<file path="config.mk">
export PLATFORM = sky130hd
export DESIGN_NAME = ums_regs
export DESIGN_NICKNAME = d
export VERILOG_FILES = /design/src/hdl/ums_pkg.sv /design/src/hdl/ums_baud_gen.sv /design/src/hdl/ums_regs.sv
export VERILOG_INCLUDE_DIRS = /design/src /design/src/hdl
export SDC_FILE = /design/constraint.sdc
export NUM_CORES = 1
export LEC_CHECK = 0
export ABC_AREA = 1
export ABC_CLOCK_PERIOD_IN_PS = 3530
export BUFFER_PORTS_ARGS = -buffer_cell sky130_fd_sc_hd__buf_2
export CAP_MARGIN = 20
export CORE_ASPECT_RATIO = 1.2
export CORE_MARGIN = 1
export CORE_UTILIZATION = 45
export DETAILED_ROUTE_END_ITERATION = 8
export MAX_ROUTING_LAYER = met4
export SKIP_CTS_REPAIR_TIMING = 1
export SYNTH_ARGS = -nofsm -noshare
export SYNTH_HDL_FRONTEND = slang
export SYNTH_HIERARCHICAL = 1
export SYNTH_SLANG_ARGS = --single-unit
</file>
<file path="constraint.sdc">
create_clock -name i_clk -period 3.53 [get_ports i_clk]
set_clock_uncertainty 0.1 [all_clocks]
set_input_delay 0.706 -clock i_clk [delete_from_list [all_inputs] [get_ports i_clk]]
set_output_delay 0.706 -clock i_clk [all_outputs]
set_load 0.02 [all_outputs]
</file>
<file path="src/hdl/ums_regs_map.svh">
// Purpose: register offsets, bit positions and reset values of the
//          modem status, scratch and divisor register slice
// Assumes: 3-bit register offsets of a classic serial channel
// Notes:   definitions only
`ifndef UMS_REGS_MAP_SVH
`define UMS_REGS_MAP_SVH

// register offsets
`define UMS_OFF_DIV_LO      3'h0
`define UMS_OFF_DIV_HI      3'h1
`define UMS_OFF_LINE_CTL    3'h3
`define UMS_OFF_MODEM_CTL   3'h4
`define UMS_OFF_MODEM_ST    3'h6
`define UMS_OFF_SCRATCH     3'h7

// line control fields
`define UMS_LINE_DIV_ACCESS 7

// modem control fields
`define UMS_MCTL_DTR        0
`define UMS_MCTL_RTS        1
`define UMS_MCTL_RING       2
`define UMS_MCTL_CARRIER    3
`define UMS_MCTL_LOOP       4
`define UMS_MCTL_MASK       8'h1F

// interrupt enable fields
`define UMS_IEN_MODEM       3
`define UMS_IEN_MASK        8'h0F

// modem status fields
`define UMS_MST_D_CTS       0
`define UMS_MST_D_DSR       1
`define UMS_MST_D_RING      2
`define UMS_MST_D_CARRIER   3
`define UMS_MST_CTS         4
`define UMS_MST_DSR         5
`define UMS_MST_RING        6
`define UMS_MST_CARRIER     7

// reset values and divisor constants
`define UMS_RST_BYTE        8'h00
`define UMS_RST_DIV         16'h0000
`define UMS_RST_NIB         4'h0
`define UMS_DIV_ONE         16'h0001
`define UMS_DIV_ZERO        16'h0000

`endif

</file>
<file path="src/hdl/ums_pkg.sv">
// Purpose: shared types of the modem status and divisor register slice
// Assumes: register offsets come from ums_regs_map.svh
// Notes:   types only
package ums_pkg;

	// one register access from the host register port
	typedef struct packed {
		logic       rd;
		logic       wr;
		logic [2:0] addr;
		logic [7:0] wdata;
	} ums_req_t;

	// active-low modem input pins
	typedef struct packed {
		logic cts_in_n;
		logic dsr_in_n;
		logic ring_indicator_in_n;
		logic carrier_detect_in_n;
	} ums_modem_in_t;

endpackage : ums_pkg

</file>
<file path="src/hdl/ums_baud_gen.sv">
// Purpose: baud rate generator counting down the 16-bit divisor
// Assumes: divisor of zero stops the generator
// Notes:   a nonzero divisor is loaded only at reload, so a new one applies
//          from the next baud period; a zero divisor stops the count at once
`include "ums_regs_map.svh"

module ums_baud_gen #(
	parameter int DIV_W = 16
) (
	input  wire logic             i_clk,
	input  wire logic             i_rst,
	input  wire logic             i_ce,
	input  wire logic [DIV_W-1:0] i_divisor,
	output logic                  o_tick
);

	logic [DIV_W-1:0] cnt_ff;
	logic             tick_ff;

	// countdown, reload from the live divisor at each period end
	always_ff @(posedge i_clk)
	begin
		if (i_rst)
		begin
			cnt_ff  <= `UMS_RST_DIV;
			tick_ff <= 1'b0;
		end
		else if (i_ce)
		begin
			tick_ff <= 1'b0;
			if (i_divisor == `UMS_DIV_ZERO)
				cnt_ff <= `UMS_RST_DIV; // stopped
			else if (cnt_ff <= `UMS_DIV_ONE)
			begin
				cnt_ff  <= i_divisor;
				tick_ff <= (cnt_ff == `UMS_DIV_ONE);
			end
			else
				cnt_ff <= cnt_ff - `UMS_DIV_ONE;
		end
	end

	assign o_tick = tick_ff;

endmodule : ums_baud_gen

</file>
<file path="src/hdl/ums_regs.sv">
// Purpose: modem status, scratch and baud divisor registers of one
//          serial channel, with the line and modem control bits they need
// Assumes: register port and modem pins synchronous to i_clk
// Notes:   read data appears one cycle after the read strobe; a read of
//          modem status clears its change flags
`include "ums_regs_map.svh"

module ums_regs (
	input  wire logic                  i_clk,
	input  wire logic                  i_rst,
	input  wire logic                  i_ce,
	input  wire ums_pkg::ums_req_t     i_req,
	input  wire ums_pkg::ums_modem_in_t i_modem,
	output logic [7:0]                 o_rdata,
	output logic                       o_rvalid,
	output logic [15:0]                o_divisor,
	output logic                       o_baud_tick,
	output logic                       o_modem_irq,
	output logic                       o_dtr_out_n,
	output logic                       o_rts_out_n,
	output logic                       o_loopback
);
	import ums_pkg::*;

	logic [7:0]  scratch_byte_ff;
	logic [7:0]  baud_divisor_low_ff;
	logic [7:0]  baud_divisor_high_ff;
	logic [7:0]  line_control_reg_ff;
	logic [7:0]  modem_control_reg_ff;
	logic [7:0]  interrupt_enable_reg_ff;
	logic [3:0]  delta_ff;
	logic [3:0]  prev_lvl_ff;
	logic        primed_ff;
	logic [7:0]  rdata_ff;
	logic        rvalid_ff;
	logic        irq_ff;
	logic        dtr_n_ff;
	logic        rts_n_ff;
	logic [15:0] divisor_ff;
	logic        tick_w;
	logic [3:0]  lvl;
	logic [3:0]  nxt_delta;
	logic [7:0]  modem_line_status;
	logic        div_sel;
	logic        loop;
	logic        wr_ok;
	logic        rd_status;
	logic        loop_ff;

	assign div_sel   = line_control_reg_ff[`UMS_LINE_DIV_ACCESS];
	assign loop      = modem_control_reg_ff[`UMS_MCTL_LOOP];
	assign wr_ok     = i_ce && i_req.wr;
	assign rd_status = i_ce && i_req.rd
		&& (i_req.addr == `UMS_OFF_MODEM_ST);

	// levels of clear-to-send, data-set-ready, ring, carrier: bits 4..7
	always_comb
	begin
		if (loop)
		begin
			lvl[0] = modem_control_reg_ff[`UMS_MCTL_RTS];
			lvl[1] = modem_control_reg_ff[`UMS_MCTL_DTR];
			lvl[2] = modem_control_reg_ff[`UMS_MCTL_RING];
			lvl[3] = modem_control_reg_ff[`UMS_MCTL_CARRIER];
		end
		else
		begin
			lvl[0] = ~i_modem.cts_in_n;
			lvl[1] = ~i_modem.dsr_in_n;
			lvl[2] = ~i_modem.ring_indicator_in_n;
			lvl[3] = ~i_modem.carrier_detect_in_n;
		end
	end

	assign modem_line_status = {lvl, delta_ff};

	// change flags; ring flag only on end of ringing, set beats read-clear
	always_comb
	begin
		nxt_delta = rd_status ? `UMS_RST_NIB : delta_ff;
		if (primed_ff)
		begin
			nxt_delta[`UMS_MST_D_CTS] = nxt_delta[`UMS_MST_D_CTS]
				| (lvl[0] ^ prev_lvl_ff[0]);
			nxt_delta[`UMS_MST_D_DSR] = nxt_delta[`UMS_MST_D_DSR]
				| (lvl[1] ^ prev_lvl_ff[1]);
			nxt_delta[`UMS_MST_D_RING] = nxt_delta[`UMS_MST_D_RING]
				| (prev_lvl_ff[2] & ~lvl[2]);
			nxt_delta[`UMS_MST_D_CARRIER] = nxt_delta[`UMS_MST_D_CARRIER]
				| (lvl[3] ^ prev_lvl_ff[3]);
		end
	end

	// change tracking; first cycle after reset only learns the levels
	always_ff @(posedge i_clk)
	begin
		if (i_rst)
		begin
			delta_ff    <= `UMS_RST_NIB;
			prev_lvl_ff <= `UMS_RST_NIB;
			primed_ff   <= 1'b0;
		end
		else if (i_ce)
		begin
			delta_ff    <= nxt_delta;
			prev_lvl_ff <= lvl;
			primed_ff   <= 1'b1;
		end
	end

	// modem status interrupt, level while any flag set and enabled
	always_ff @(posedge i_clk)
	begin
		if (i_rst)
			irq_ff <= 1'b0;
		else if (i_ce)
			irq_ff <= (|nxt_delta)
				&& interrupt_enable_reg_ff[`UMS_IEN_MODEM];
	end

	// scratch byte: storage only, nothing else reads it
	always_ff @(posedge i_clk)
	begin
		if (i_rst)
			scratch_byte_ff <= `UMS_RST_BYTE;
		else if (wr_ok && i_req.addr == `UMS_OFF_SCRATCH)
			scratch_byte_ff <= i_req.wdata;
	end

	// divisor bytes, reachable only with divisor access set
	always_ff @(posedge i_clk)
	begin
		if (i_rst)
		begin
			baud_divisor_low_ff  <= `UMS_RST_BYTE;
			baud_divisor_high_ff <= `UMS_RST_BYTE;
		end
		else if (wr_ok && div_sel)
		begin
			if (i_req.addr == `UMS_OFF_DIV_LO)
				baud_divisor_low_ff <= i_req.wdata;
			if (i_req.addr == `UMS_OFF_DIV_HI)
				baud_divisor_high_ff <= i_req.wdata;
		end
	end

	// control registers; interrupt enable sits under the high divisor byte
	always_ff @(posedge i_clk)
	begin
		if (i_rst)
		begin
			line_control_reg_ff     <= `UMS_RST_BYTE;
			modem_control_reg_ff    <= `UMS_RST_BYTE;
			interrupt_enable_reg_ff <= `UMS_RST_BYTE;
		end
		else if (wr_ok)
		begin
			if (i_req.addr == `UMS_OFF_LINE_CTL)
				line_control_reg_ff <= i_req.wdata;
			if (i_req.addr == `UMS_OFF_MODEM_CTL)
				modem_control_reg_ff <= i_req.wdata & `UMS_MCTL_MASK;
			if (i_req.addr == `UMS_OFF_DIV_HI && !div_sel)
				interrupt_enable_reg_ff <= i_req.wdata & `UMS_IEN_MASK;
		end
	end

	// registered outputs toward the line and generator
	always_ff @(posedge i_clk)
	begin
		if (i_rst)
		begin
			divisor_ff <= `UMS_RST_DIV;
			dtr_n_ff   <= 1'b1;
			rts_n_ff   <= 1'b1;
			loop_ff    <= 1'b0;
		end
		else if (i_ce)
		begin
			divisor_ff <= {baud_divisor_high_ff, baud_divisor_low_ff};
			// pins held inactive in loopback, the peer must not see them
			dtr_n_ff <= loop | ~modem_control_reg_ff[`UMS_MCTL_DTR];
			rts_n_ff <= loop | ~modem_control_reg_ff[`UMS_MCTL_RTS];
			// flag moves with the pins, so no cycle shows both active
			loop_ff  <= loop;
		end
	end

	// read mux, one cycle latency; receive data lives outside this slice
	always_ff @(posedge i_clk)
	begin
		if (i_rst)
		begin
			rdata_ff  <= `UMS_RST_BYTE;
			rvalid_ff <= 1'b0;
		end
		else if (i_ce)
		begin
			rvalid_ff <= i_req.rd;
			if (i_req.rd)
			begin
				case (i_req.addr)
				`UMS_OFF_DIV_LO:
					rdata_ff <= div_sel ? baud_divisor_low_ff
						: `UMS_RST_BYTE;
				`UMS_OFF_DIV_HI:
					rdata_ff <= div_sel ? baud_divisor_high_ff
						: interrupt_enable_reg_ff;
				`UMS_OFF_LINE_CTL:  rdata_ff <= line_control_reg_ff;
				`UMS_OFF_MODEM_CTL: rdata_ff <= modem_control_reg_ff;
				`UMS_OFF_MODEM_ST:  rdata_ff <= modem_line_status;
				`UMS_OFF_SCRATCH:   rdata_ff <= scratch_byte_ff;
				default:            rdata_ff <= `UMS_RST_BYTE;
				endcase
			end
		end
	end

	// nonzero divisor applied at the next reload of the generator; zero stops it at once
	ums_baud_gen #(
		.DIV_W (16)
	) u_baud (
		.i_clk     (i_clk),
		.i_rst     (i_rst),
		.i_ce      (i_ce),
		.i_divisor (divisor_ff),
		.o_tick    (tick_w)
	);

	// tick re-registered so the output comes from a flop here
	logic tick_ff;
	always_ff @(posedge i_clk)
	begin
		if (i_rst)
			tick_ff <= 1'b0;
		else if (i_ce)
			tick_ff <= tick_w;
	end

	assign o_rdata     = rdata_ff;
	assign o_rvalid    = rvalid_ff;
	assign o_divisor   = divisor_ff;
	assign o_baud_tick = tick_ff;
	assign o_modem_irq = irq_ff;
	assign o_dtr_out_n = dtr_n_ff;
	assign o_rts_out_n = rts_n_ff;
	assign o_loopback  = loop_ff;

endmodule : ums_regs

</file>
==> impl_metrics.yaml <==
status:
  outcome: "finished, final reports clean"
worst_setup_path:
  arrival_ps: 2340
  r2r-start: "u_baud/cnt_ff[0]"
  r2r_slack_ps: 1420
  reg2regPathDepth: 8
  critPathMaxFanout: 22
  required_ps: 3700
  r2r-end: "u_baud/cnt_ff[4]"
  end_kind: "register"
  crit_type: "in2reg"
  startpoint_type: "input port"
clock_network:
  clkSlewWorstSetupHoldPaths_ps: 70
  clk_latency_ps: 340
  cts_made_buffers: 9
  cts_sinks: 97
  clockBufferDepth: 2
  h-tree-depth: 3
  cts_tree: "built"
  root_buffer: "clkbuf_16"
synth:
  ys_warn_count: 6
  synthTopCellsByArea: "dfxtp_1 41%, nand2_1 12%, nor2_1 11%"
  synth_top_area_share: 0.406
  syn_inst: 715
  yosysMostFrequentCell: "nand2_1"
  yosysSeqAreaShare: 0.406
  avgSynthCellArea_um2: 6.70
  synthTopCellsByCount: "155 x nand2_1, 134 x nor2_1, 97 x dfxtp_1"
  synth_top_cell_by_area: "dfxtp_1"
  yosysUniqueCellTypes: 35
  synthesis.area_um2: 4790
  synth-edff-count: 0
  synthesis.nets: 737
  synth-seq-cells: 97
  ys.flop_type: "dfxtp_1"
  synth_async_sr_flop_share: 0
worst_hold_path:
  min_path_cells: 2
  hp-start: "scratch_byte_ff[5]"
  worstHoldEndpoint: "scratch_byte_ff[5]"
  hp-class: "reg2reg"
sta:
  grt_setup_unrepaired: "false"
  finalSetupTns_ps: 0
  max_freq_mhz: 460
  hold_viol_final: 0
  postLayoutSetupSlackWorst_ps: 1360
  slew_violations: 0
  finalSetupViolCount: 0
  final.period_utilization: 0.616
  min_period_ps: 2170
  worst_slew_pin_slew_ps: 866
  max_slew_margin: 0.422
global_routing:
  grt_antenna_before_repair: 0
  grt_max_degree: 37
  grt_usage: 0.259
  grt_pass1_wl_mm: 21.0
  grt_overflow: 0
  grt_pass1_vias: 4333
floorplan:
  rows: 40
  dieArea_um2: 11100
  fp.dieH_um: 115
  core_area_um2: 10200
  initial_utilization: 0.471
  die_w_um: 96.2
  ioPinCount: 50
pwr:
  power.total_uw: 4170
  p_per_area_nw_per_um2: 767
  vdd_drop_max_uv: 288
  p_leak_uw: 0.00250
placed_design:
  port_buffers: 49
  dpl.hpwl_mm: 9.73
  place_congestion: 0.901
  dp_worst_setup_slack_ps: 1020
routing:
  avgViaCountPerCell: 5.20
  ant_nets: 0
  drt-initial-drc-count: 217
  wl_per_cell_um: 14.8
  drt_first_pass_iters: 4
  drc_errors: 0
  vias: 4611
  totalWireLength_mm: 13.1
final_layout:
  diodes: 0
  syn2layout_area_growth_pct: 13.7
  drive_above_1_share: 0.138
  nets: 777
  fill_cells: 1021
flow_run:
  max_cap_viol_count: 0
==> placed cells by master, fill, tap and decap left out, drive strengths merged, types with 5 or more instances in the layout <==
cell type and count:
buf 54, clkbuf 9, o21ai 76, nor2 140
a21oi 52, dfxtp 97, clkinv 5, nand3b 14
nand2 160, nand3 49, inv 78
==> stage by stage <==
step	cell area, um2	std cells	hold WS [ps]	utilization
final	5440	886	356	0.536
after global routing	5440	886	380	0.536
after CTS	5440	886	356	0.536
after detailed placement	5100	870	345	0.502
after global placement	5100	870	336	0.502
after floorplan	4790	715	330	-
==> layer usage <==
layer,vias to the layer above,share of wire,global-route usage
met5,-,0,-
met2,80,0.52,0.458
met1,2127,0.41,0.274
li1,2371,-,-
met3,33,0.030,0.0331
met4,0,0.040,0.144
==> critical path, cell delays in order <==
cell,delay [ps]
buf_2,280
clkinv_1,100
buf_4,220
a21oi_2,640
nand2_1,150
inv_1,80
nand2_1,40
a21oi_1,110
==> layout make-up <==
cell class	instances	area, um2	area share
clock buffers	9	225	0.0414
well taps	126	158	0.0290
flip-flops and latches	97	1940	0.357
clock inverters	7	118	0.0216
inverters	79	297	0.0545
repair buffers	54	283	0.0519
multi-input cells	514	2420	0.445
==> flip-flops by register name (all words and copies together), names as in the netlist, 4 cells and up <==
register	flops
baud_divisor_high_ff	8
baud_divisor_low_ff	8
delta_ff	4
interrupt_enable_reg_ff	4
line_control_reg_ff	8
modem_control_reg_ff	5
o_divisor	16
o_rdata	8
prev_lvl_ff	4
scratch_byte_ff	8
u_baud/cnt_ff	16
==> cell families after synthesis <==
kind of cell,after synthesis,share of synthesized area
XOR/XNOR,3,0.00549
AO/OA/AOI/OAI,137,0.152
AND/OR/NAND/NOR,372,0.343
adder cells (fa/ha/maj),2,0.00523
buffers and inverters,104,0.0886
flip-flops,97,0.406
==> worst max path at each step <==
stage | start | end | slack (ps) | cells past startpoint
floorplan | i_ce | baud_divisor_high_ff[0] | 1800 | 6
global placement | i_ce | u_baud/cnt_ff[10] | 1110 | 8
detailed placement | i_ce | u_baud/cnt_ff[10] | 1020 | 8
CTS | i_ce | u_baud/cnt_ff[10] | 1380 | 8
global route | i_ce | o_dtr_out_n | 1180 | 7
finish | i_ce | u_baud/cnt_ff[10] | 1360 | 8
==> report_power, final <==
part / leakage, uW / internal (uW) / total [uW] / switching, uW
clock: 0.000170 / 694 / 1110 / 420
combinational: 0.00154 / 573 / 1720 / 1150
sequential: 0.000791 / 1210 / 1340 / 125
Power figures use the tool's default switching activity.
